$ cat src/design/current_output_converter_ctrl_map.vh
// register offsets, field positions, reset values and codes of the converter control
`ifndef CONVERTER_CTRL_MAP_VH
`define CONVERTER_CTRL_MAP_VH
// byte addresses on the register bus
`define ADDR_CONTROL 4'h0
`define ADDR_DATA_HIGH 4'h4
`define ADDR_DATA_LOW 4'h8
`define ADDR_STATUS 4'hC
// control register fields
`define CTL_ENABLE_BIT 7
`define CTL_SOURCE_MSB 6
`define CTL_SOURCE_LSB 4
`define CTL_SCALE_MSB 1
`define CTL_SCALE_LSB 0
`define CTL_RESET 8'h72
`define CTL_SOURCE_RESET 3'h7
`define CTL_SCALE_RESET 2'h2
`define CTL_WRITE_MASK 8'hF3
// low byte keeps bits 7:6 only
`define LOW_WRITE_MASK 8'hC0
`define DATA_RESET 8'h00
// update source codes
`define SRC_TIMER0 3'h0
`define SRC_TIMER1 3'h1
`define SRC_TIMER2 3'h2
`define SRC_TIMER3 3'h3
`define SRC_RISE 3'h4
`define SRC_FALL 3'h5
`define SRC_ANY 3'h6
`define SRC_HIGH_WRITE 3'h7
// full-scale range codes on the analog side
`define RANGE_HALF_MA 2'h0
`define RANGE_ONE_MA 2'h1
`define RANGE_TWO_MA 2'h2
// bus responses
`define RESP_OKAY 2'h0
`define RESP_SLVERR 2'h2
`endif

$ cat src/design/strobe_edge_detect.v
// synchroniser and edge detector for the external convert strobe
`timescale 1ns/1ps
module strobe_edge_detect
(
  // clock and reset
  input wire clk_sys,
  input wire arst_n,
  // raw pin
  input wire strobeIn,
  // one-cycle edge pulses
  output reg risePulse,
  output reg fallPulse
);
  // ==========================================================
  // two-stage synchroniser plus history
  // ==========================================================
  reg syncFirst; // metastability stage, read only by syncSecond
  reg syncSecond; // settled level
  reg syncPrev; // level one cycle earlier

  // chain and edge pulses
  always @(posedge clk_sys or negedge arst_n)
  begin
    if (!arst_n)
    begin
      syncFirst <= 1'b0;
      syncSecond <= 1'b0;
      syncPrev <= 1'b0;
      risePulse <= 1'b0;
      fallPulse <= 1'b0;
    end
    else
    begin
      syncFirst <= strobeIn;
      syncSecond <= syncFirst;
      syncPrev <= syncSecond;
      // each edge gives exactly one pulse
      risePulse <= syncSecond & ~syncPrev;
      fallPulse <= ~syncSecond & syncPrev;
    end
  end
endmodule

$ cat src/design/current_dac_update_control.v
// register bus slave and update scheduling of the 10-bit current converter
`timescale 1ns/1ps
`include "current_output_converter_ctrl_map.vh"

module current_dac_update_control
(
  // clock and reset
  input wire clk_sys,
  input wire arst_n,
  // axi4-lite write address
  input wire [3:0] s_axi_awaddr,
  input wire s_axi_awvalid,
  output reg s_axi_awready,
  // axi4-lite write data
  input wire [31:0] s_axi_wdata,
  input wire [3:0] s_axi_wstrb,
  input wire s_axi_wvalid,
  output reg s_axi_wready,
  // axi4-lite write response
  output reg [1:0] s_axi_bresp,
  output reg s_axi_bvalid,
  input wire s_axi_bready,
  // axi4-lite read address
  input wire [3:0] s_axi_araddr,
  input wire s_axi_arvalid,
  output reg s_axi_arready,
  // axi4-lite read data
  output reg [31:0] s_axi_rdata,
  output reg [1:0] s_axi_rresp,
  output reg s_axi_rvalid,
  input wire s_axi_rready,
  // timer overflow pulses, same clock domain
  input wire [3:0] timerOverflow,
  // external convert strobe pin
  input wire externalConvertStrobe,
  // analog side
  output reg [9:0] converterCode,
  output reg [1:0] fullScaleRange,
  output reg converterEnable,
  output reg biasEnable,
  output reg pinAnalogConnect,
  output reg pinDigitalDisable,
  output reg updatePulse
);
  // ==========================================================
  // register state
  // ==========================================================
  // software-visible fields of the control register
  reg converterEnableBit; // control bit 7
  reg [2:0] updateSourceSelect; // control bits 6:4
  reg [1:0] fullScaleSelect; // control bits 1:0
  // data holding registers, copied to the latches on an update
  reg [7:0] dataHighByte; // holding register, word bits 9:2
  reg [7:0] dataLowByte; // holding register, bits 7:6 only
  reg [31:0] updateCount; // number of latch updates

  // write channel capture
  // each half of a write may arrive alone; the half that comes first
  // is parked here so the slave takes address and data in any order
  reg awHeld; // address taken, waiting for data
  reg wHeld; // data taken, waiting for address
  reg [3:0] awAddr;
  reg [31:0] wData;
  reg [3:0] wStrb;

  // strobe edges from the synchroniser
  // each is one cycle wide, one per settled level change
  wire risePulse;
  wire fallPulse;

  // ==========================================================
  // helper functions
  // ==========================================================
  // merge a byte lane into an 8-bit register
  // shared by both holding registers so an unselected lane keeps its value
  function [7:0] mergeByte;
    input [7:0] oldVal;
    input [7:0] newVal;
    input lane;
    begin
      mergeByte = lane ? newVal : oldVal;
    end
  endfunction

  // map the scale field onto the analog range code
  // scale 11 also selects the largest range
  function [1:0] decodeRange;
    input [1:0] sel;
    begin
      if (sel[1])
        decodeRange = `RANGE_TWO_MA;
      else if (sel[0])
        decodeRange = `RANGE_ONE_MA;
      else
        decodeRange = `RANGE_HALF_MA;
    end
  endfunction

  // read-back of the control register
  // unused bits 3:2 are forced to zero
  function [7:0] controlValue;
    input en;
    input [2:0] src;
    input [1:0] fs;
    begin
      controlValue = {en, src, 2'b00, fs};
    end
  endfunction

  // ==========================================================
  // strobe synchroniser
  // ==========================================================
  // the pin is asynchronous; two flops settle it before any edge logic
  // reads it, so an update from the pin lands about four cycles late
  strobe_edge_detect edgeDetect
  (
    .clk_sys(clk_sys),
    .arst_n(arst_n),
    .strobeIn(externalConvertStrobe),
    .risePulse(risePulse),
    .fallPulse(fallPulse)
  );

  // ==========================================================
  // write decode
  // ==========================================================
  // full write happens when both halves are present
  // a pending response blocks the next write, so only one is in flight
  // unmapped offsets still answer, with an error code and no effect
  wire haveAddr = awHeld | (s_axi_awvalid & s_axi_awready);
  wire haveData = wHeld | (s_axi_wvalid & s_axi_wready);
  wire [3:0] curAddr = awHeld ? awAddr : s_axi_awaddr;
  wire [31:0] curData = wHeld ? wData : s_axi_wdata;
  wire [3:0] curStrb = wHeld ? wStrb : s_axi_wstrb;
  wire doWrite = haveAddr & haveData & ~s_axi_bvalid;
  wire writeControl = doWrite & (curAddr == `ADDR_CONTROL) & curStrb[0];
  wire writeHigh = doWrite & (curAddr == `ADDR_DATA_HIGH) & curStrb[0];
  wire writeLow = doWrite & (curAddr == `ADDR_DATA_LOW) & curStrb[0];
  wire mappedWrite = (curAddr == `ADDR_CONTROL) | (curAddr == `ADDR_DATA_HIGH)
    | (curAddr == `ADDR_DATA_LOW) | (curAddr == `ADDR_STATUS);

  // ==========================================================
  // update event selection
  // ==========================================================
  // exactly one event source is live at a time; timer pulses are already
  // on this clock and need no synchroniser
  reg updateEvent;
  always @*
  begin
    case (updateSourceSelect)
      `SRC_TIMER0: updateEvent = timerOverflow[0];
      `SRC_TIMER1: updateEvent = timerOverflow[1];
      `SRC_TIMER2: updateEvent = timerOverflow[2];
      `SRC_TIMER3: updateEvent = timerOverflow[3];
      `SRC_RISE: updateEvent = risePulse;
      `SRC_FALL: updateEvent = fallPulse;
      `SRC_ANY: updateEvent = risePulse | fallPulse;
      `SRC_HIGH_WRITE: updateEvent = writeHigh;
      default: updateEvent = 1'b0;
    endcase
  end

  // new high byte used when the update is caused by its own write
  // a low write in the update cycle is included, so no byte is lost
  wire [7:0] next_high = mergeByte(dataHighByte, curData[7:0], writeHigh);
  wire [7:0] next_low = mergeByte(dataLowByte, curData[7:0] & `LOW_WRITE_MASK, writeLow);

  // ==========================================================
  // write channel and register updates
  // ==========================================================
  // a half that arrives alone is parked until the other comes, then one write is performed
  // and answered; both channels stay closed until the answer is taken
  always @(posedge clk_sys or negedge arst_n)
  begin
    if (!arst_n)
    begin
      s_axi_awready <= 1'b1;
      s_axi_wready <= 1'b1;
      s_axi_bvalid <= 1'b0;
      s_axi_bresp <= `RESP_OKAY;
      awHeld <= 1'b0;
      wHeld <= 1'b0;
      awAddr <= 4'h0;
      wData <= 32'h0000_0000;
      wStrb <= 4'h0;
      converterEnableBit <= 1'b0;
      // control fields reset to write-triggered updates at full scale
      updateSourceSelect <= `CTL_SOURCE_RESET;
      fullScaleSelect <= `CTL_SCALE_RESET;
      dataHighByte <= `DATA_RESET;
      dataLowByte <= `DATA_RESET;
    end
    else
    begin
      // address capture
      if (s_axi_awvalid & s_axi_awready & ~doWrite)
      begin
        awHeld <= 1'b1;
        awAddr <= s_axi_awaddr;
        s_axi_awready <= 1'b0;
      end
      // data capture
      if (s_axi_wvalid & s_axi_wready & ~doWrite)
      begin
        wHeld <= 1'b1;
        wData <= s_axi_wdata;
        wStrb <= s_axi_wstrb;
        s_axi_wready <= 1'b0;
      end
      // both halves present: perform write and answer
      if (doWrite)
      begin
        awHeld <= 1'b0;
        wHeld <= 1'b0;
        s_axi_awready <= 1'b0;
        s_axi_wready <= 1'b0;
        s_axi_bvalid <= 1'b1;
        s_axi_bresp <= mappedWrite ? `RESP_OKAY : `RESP_SLVERR;
      end
      // response taken: reopen both channels
      if (s_axi_bvalid & s_axi_bready)
      begin
        s_axi_bvalid <= 1'b0;
        s_axi_awready <= 1'b1;
        s_axi_wready <= 1'b1;
      end
      // control register
      // bits 3:2 are not stored and read back as zero
      if (writeControl)
      begin
        converterEnableBit <= curData[`CTL_ENABLE_BIT];
        updateSourceSelect <= curData[`CTL_SOURCE_MSB:`CTL_SOURCE_LSB];
        fullScaleSelect <= curData[`CTL_SCALE_MSB:`CTL_SCALE_LSB];
      end
      // holding registers never touch the output directly
      // they load on every write, whatever the update source
      dataHighByte <= next_high;
      dataLowByte <= next_low;
    end
  end

  // ==========================================================
  // converter input latches and analog controls
  // ==========================================================
  // the code only moves on an update event, and both bytes land on
  // the same edge so the analog side never sees a half-old word
  // the enable fans out to bias, pin and converter in one flop stage
  always @(posedge clk_sys or negedge arst_n)
  begin
    if (!arst_n)
    begin
      // outputs reset to a disabled converter at the largest range
      converterCode <= 10'h000;
      fullScaleRange <= `RANGE_TWO_MA;
      converterEnable <= 1'b0;
      biasEnable <= 1'b0;
      pinAnalogConnect <= 1'b0;
      pinDigitalDisable <= 1'b0;
      updatePulse <= 1'b0;
      updateCount <= 32'h0000_0000;
    end
    else
    begin
      updatePulse <= updateEvent;
      // both bytes copied at once, left justified
      if (updateEvent)
      begin
        converterCode <= {next_high, next_low[7:6]};
        updateCount <= updateCount + 32'h0000_0001;
      end
      fullScaleRange <= decodeRange(fullScaleSelect);
      converterEnable <= converterEnableBit;
      biasEnable <= converterEnableBit;
      // pin is plain gpio while disabled, analog while enabled
      pinAnalogConnect <= converterEnableBit;
      pinDigitalDisable <= converterEnableBit;
    end
  end

  // ==========================================================
  // read channel
  // ==========================================================
  // one read at a time: arready drops while data waits for rready
  // status reads are live and have no side effects
  always @(posedge clk_sys or negedge arst_n)
  begin
    if (!arst_n)
    begin
      s_axi_arready <= 1'b1;
      s_axi_rvalid <= 1'b0;
      s_axi_rdata <= 32'h0000_0000;
      s_axi_rresp <= `RESP_OKAY;
    end
    else
    begin
      if (s_axi_arvalid & s_axi_arready)
      begin
        s_axi_arready <= 1'b0;
        s_axi_rvalid <= 1'b1;
        s_axi_rresp <= `RESP_OKAY;
        case (s_axi_araddr)
          `ADDR_CONTROL:
            s_axi_rdata <= {24'h00_0000,
              controlValue(converterEnableBit, updateSourceSelect, fullScaleSelect)};
          `ADDR_DATA_HIGH: s_axi_rdata <= {24'h00_0000, dataHighByte};
          `ADDR_DATA_LOW: s_axi_rdata <= {24'h00_0000, dataLowByte};
          // status: live code in 9:0, update count in 31:16
          `ADDR_STATUS: s_axi_rdata <= {updateCount[15:0], 6'h00, converterCode};
          // unmapped read: zero data with an error
          default:
          begin
            s_axi_rdata <= 32'h0000_0000;
            s_axi_rresp <= `RESP_SLVERR;
          end
        endcase
      end
      else if (s_axi_rvalid & s_axi_rready)
      begin
        // answer taken: reopen the address channel
        s_axi_rvalid <= 1'b0;
        s_axi_arready <= 1'b1;
      end
    end
  end
endmodule

$ cat config.mk
export PLATFORM = sky130hd
export DESIGN_NAME = current_dac_update_control
export DESIGN_NICKNAME = d
export VERILOG_FILES = /design/src/design/strobe_edge_detect.v /design/src/design/current_dac_update_control.v
export VERILOG_INCLUDE_DIRS = /design/src /design/src/design
export SDC_FILE = /design/constraint.sdc
export NUM_CORES = 1
export LEC_CHECK = 0
export BUFFER_PORTS_ARGS = -buffer_cell sky130_fd_sc_hd__buf_2
export CORE_MARGIN = 2
export CORE_UTILIZATION = 35
export CTS_BUF_LIST = sky130_fd_sc_hd__clkbuf_4
export CTS_CLUSTER_SIZE = 10
export DETAILED_ROUTE_END_ITERATION = 8
export HOLD_SLACK_MARGIN = 0.03
export SLEW_MARGIN = 20
export SYNTH_ARGS = -nofsm -noshare
export SYNTH_HDL_FRONTEND = slang
export SYNTH_SLANG_ARGS = --single-unit
$ cat constraint.sdc
create_clock -name clk_sys -period 2.5 [get_ports clk_sys]
set_input_delay 0.375 -clock clk_sys [delete_from_list [all_inputs] [get_ports clk_sys]]
set_output_delay 0.375 -clock clk_sys [all_outputs]
set_load 0.02 [all_outputs]
== Word level (Yosys, flattened, before mapping) ==
Index checks and enable logic that the tools add are counted.
Widths: inputs -> output; s select.
Word-level totals
  bits in registers: 123
  input bits: 56
  output and inout bits: 58
  logic and storage cells: 106
Cells by class
  add/sub/neg operators: 1
  equal/unequal tests: 13
  multiplexer cells: 27
  bitwise logic cells: 27
  reductions and logical operators: 10
Operator list (count)
  $pmux 32 s4: 1
  $add 32x1->32 const B: 1
  $mux 8: 3
  $mux 1: 18
  $and 1x1->1: 17
  $eq 4x4->1 const B: 4
  $eq 3x3->1 const B: 4
  $eq 4x3->1 const B: 2
  $logic_not 4->1: 2
  $pmux 1 s8: 1
  $reduce_bool 2->1: 4
  $eq 3x2->1 const B: 2
  $mux 2: 3
  $or 1x1->1: 6
  $reduce_bool 3->1: 2
  $mux 4: 1
  $not 1->1: 4
  $reduce_or 4->1: 1
  $eq 3x1->1 const B: 1
  $logic_not 3->1: 1

== Depth between registers and ports, before layout ==
  depth in word-level cells: 9
  gate-level depth with buffers: 7
  mapped depth without buffers: 6

== Hierarchy ==
A second synthesis with hierarchy kept.
Unflattened totals
  cell total of the unflattened synthesis: 339
  area total of the unflattened synthesis: 4419.2 um^2
By module, submodules not included
  current_dac_update_control: instances 1, cells an instance 332, area an instance 4279.1 um^2, sequential area each 2362.3 um^2
  strobe_edge_detect: instances 1, cells an instance 7, area an instance 140.1 um^2, sequential area each 125.1 um^2

== Worst setup path before layout ==
OpenSTA, ideal clock, no wires.
  kind: reg-to-reg
  start: register s_axi_wready
  end: register converterCode[8]
  library setup time: 0.125 ns
  arrival: 1.973 ns
  required time: 2.375 ns
  slack: 0.402 ns
  stages on the path, launching flop included: 7
  buffers on the path: 1
  clock period less this slack: 2.098 ns
  cells stage by stage: dfstp_2 nand4b_1 a211oi_4 o211a_1 buf_6 mux2_2 mux2_4
On the way
  cells in the longest elaborated chain, start to end: 7
  elaborated cells between the ends (all ways): 8
  those cells by class: 2 x mux; 6 x bitwise
Ends and longest elaborated chain
  start, declared: RTL line current_dac_update_control.v:18  | output reg s_axi_wready,
  start signal, assigned: RTL line current_dac_update_control.v:178  | s_axi_wready <= 1'b1;
  start signal, assigned: RTL line current_dac_update_control.v:208  | s_axi_wready <= 1'b0;
  start signal, assigned: RTL line current_dac_update_control.v:216  | s_axi_wready <= 1'b0;
  $and 1x1->1: RTL line current_dac_update_control.v:131  | wire haveData = wHeld | (s_axi_wvalid & s_axi_wready);
  $or 1x1->1: RTL line current_dac_update_control.v:131
  $and 1x1->1 (2 in series): RTL line current_dac_update_control.v:135  | wire doWrite = haveAddr & haveData & ~s_axi_bvalid;
  $and 1x1->1 (2 in series): RTL line current_dac_update_control.v:137  | wire writeHigh = doWrite & (curAddr == `ADDR_DATA_HIGH) & curStrb[0];
  $mux 8: RTL line current_dac_update_control.v:81  | mergeByte = lane ? newVal : oldVal;
  named net next_high[6]: RTL line current_dac_update_control.v:165  | wire [7:0] next_high = mergeByte(dataHighByte, curData[7:0], writeHigh);
  end signal, assigned: RTL line current_dac_update_control.v:268  | converterCode <= {next_high, next_low[7:6]};
  end, declared: RTL line current_dac_update_control.v:37  | output reg [9:0] converterCode,
The timed path passes the listed nets, and every way through them passes these cells.
A chain may end at the register's enable or synchronous reset.

== Worst setup path after layout ==
  start: register s_axi_wready
  end: register converterCode[9]
The elaborated chain is that of the path after synthesis.

==> flow_summary.yaml <==
setup_path:
  crit_arrival_ps: 2540
  crit_slowest_cell: "dfstp_2"
  path_cells: "nand4b_1 > a211oi_4 > o211a_1 > mux2_1 > mux2_2"
  critical_path_required_ps: 2870
  worstSetupStartpointType: "flop"
  critPathTopFamily: "compound AO/OA/AOI/OAI gates"
  slowest_delay_ps: 600
  end_kind: "flop"
  crit_fanout: 8
  critPathKind: "flop to flop"
  critPathBufInv: 0
logic_synthesis:
  yosys_warnings: 0
  synthFlopType: "dfrtp_1"
  yosysSeqAreaShare_pct: 56.96
  synth_fa_ha_area_share_pct: 0.2865
  netlist_instances: 327
  synth-edff-count: 0
  synth_top_family_by_area: "multiplexers"
  synth.mux.area_fraction_pct: 16.33
  synthSimpleGateAreaFrac_pct: 10.09
  synth_xor_area_share_pct: 3.009
  synth.distinct_cells: 51
  synthArstFlopShare_pct: 100.0
  ys_ff_latch: 99
  avgSynthCellArea_um2: 13.35
  synth_compound_area_share_pct: 8.854
  synth_area_mm2: 0.004367
clock_network:
  root_buffer: "clkbuf_4"
  cts_max_path_buffers: 2
  numCtsBuffers: 9
  cts.sinks: 99
  clk_pin_slew_ps: 140
  clk_latency_ps: 470
  cts_tree: "done"
  post_cts_buffers: 0
  postCtsResizedCells: 0
  cts_hold_buffers: 3
  cts_htree_levels: 3
drt:
  drc_errors: 0
  drtAntennaViolNets: 0
  viasPerCell: 4.832
  firstDrtPassIters: 4
  wirelength_mm: 9.188
  vias: 2822
  drt_first_iter_violations: 103
  wire_per_inst_um: 15.73
job:
  max_cap_viol_count: 0
final_layout:
  final_cell_area_mm2: 0.005067
  area_growth_pct: 16.05
  utilization_pct: 41.84
  final_cell_mix: "91 x dfrtp_1, 77 x buf_2, 43 x mux2_2"
  drive_gt1_share_pct: 42.17
  nets: 467
  final_common_cell: "dfrtp_1"
die:
  die_height_um: 115.7
  core_mm2: 0.01211
  start_util_pct: 36.05
  std_cell_rows: 40
  die_x_um: 115.7
  die_area_mm2: 0.01339
  io_pins: 114
placement:
  routabilityCongestion: 0.7595
  post_dp_cell_area_mm2: 0.004903
  io_buffers: 78
  dp_hpwl_mm: 6.603
pwr:
  peakVddDrop_uv: 430.4
  finalPower_mw: 4.514
  leakagePower_nw: 2.540
  power.density_mw_per_mm2: 890.7
timing:
  hold_violations: 0
  post-route-min-period_ps: 2177
  setup-violations-final: 0
  relSlewSlack_pct: 50.19
  fin_skew_ps: 14.51
  grt_setup_unrepaired: "no"
  post-route-period-util_pct: 87.07
  fmax_mhz: 459.4
  drv_slew: 0
  worst_slew_pin_slew_ps: 747.2
  fin_setup_tns_ps: 0
grt:
  grt_pass1_wl_mm: 15.01
  grt_usage_pct: 14.85
  grt_max_degree: 53
  antenna_found_initial: 1
  grt_pass1_vias: 2863
  grt_overflow: 0
run_status:
  outcome: "completed"
hold_path:
  hold_path.class: "input pin to flop"
==> layout make-up <==
class                           count  area, um^2
Antenna cell                        1       2.502
Clock buffer                       10       75.07
Clock inverter                      6       56.30
Fill cell                        1175        7044
Inverter                            5       18.77
Multi-Input combinational cell    205        1714
Sequential cell                    99        2487
Tap cell                          168       210.2
Timing Repair Buffer               90       503.0
==> cells in the mapped netlist, types with 8 or more instances <==
| library cell | n | area share (%) |
|---|---|---|
| buf_4 | 12 | 2.1 |
| nor3_1 | 9 | 1.0 |
| dfstp_2 | 8 | 4.8 |
| xor2_1 | 14 | 2.8 |
| mux2_4 | 8 | 2.8 |
| o21ai_0 | 10 | 1.1 |
| dfrtp_1 | 91 | 52 |
| nand2_1 | 19 | 1.6 |
| mux2_2 | 43 | 11 |
| a22o_1 | 21 | 4.2 |
| nor2_1 | 9 | 0.77 |
==> flip-flops by register name (all words and copies together), names as in the netlist, 2 cells and up <==
name	cells
dataLowByte	2
converterCode	10
s_axi_rdata	26
updateCount	16
fullScaleRange	2
wData	8
fullScaleSelect	2
dataHighByte	8
updateSourceSelect	3
awAddr	4
==> per-stage QoR <==
step                std cells  setup WS, ps  hold WS (ps)
finish                    584         323.3         99.26
global route              584         203.4         97.37
CTS                       583         299.6         54.15
detailed placement        564         319.5         272.2
global placement          564         336.5         266.2
floorplan                 334         401.6         79.41
==> path summary, 6_finish.rpt <==
kind	slack [ps]	depth (start not counted)	to	from
setup reg to reg	320	5	converterCode[9]$_DFFE_PN0P_	s_axi_wready$_DFFE_PN1P_
hold reg to reg	360	0	edgeDetect.syncSecond$_DFF_PN0_	edgeDetect.syncFirst$_DFF_PN0_
max in group asynchronous	1490	3	fullScaleSelect[1]$_DFFE_PN1P_	arst_n
min in group asynchronous	310	2	converterCode[3]$_DFFE_PN0P_	arst_n
hold / removal	100	2	s_axi_rvalid$_DFFE_PN0P_	s_axi_rready
setup / recovery	320	5	converterCode[9]$_DFFE_PN0P_	s_axi_wready$_DFFE_PN1P_
==> kinds of logic after synthesis <==
family	count (synthesis)
and+or+nand+nor	75
adders and majority gates	1
other	1
buffers and inverters	30
AOI/OAI and AO/OA	48
muxes	58
xor gates and xnor gates	15
DFF	99
==> where the power goes <==
group	total [mW]	internal (mW)	switching (mW)
Sequential	2.32	1.99	0.324
Combinational	1.36	0.637	0.727
Clock	0.832	0.309	0.523
==> layer usage <==
metal / vias to the layer above / global-route usage [%] / share of wire, %
met4: 0 / 6.905 / 2.1
met1: 1406 / 20.92 / 48
met2: 65 / 22.22 / 46
li1: 1335 / - / -
met5: - / 0 / 0
met3: 16 / 2.877 / 4.0
(Power assumes the default switching activity.)
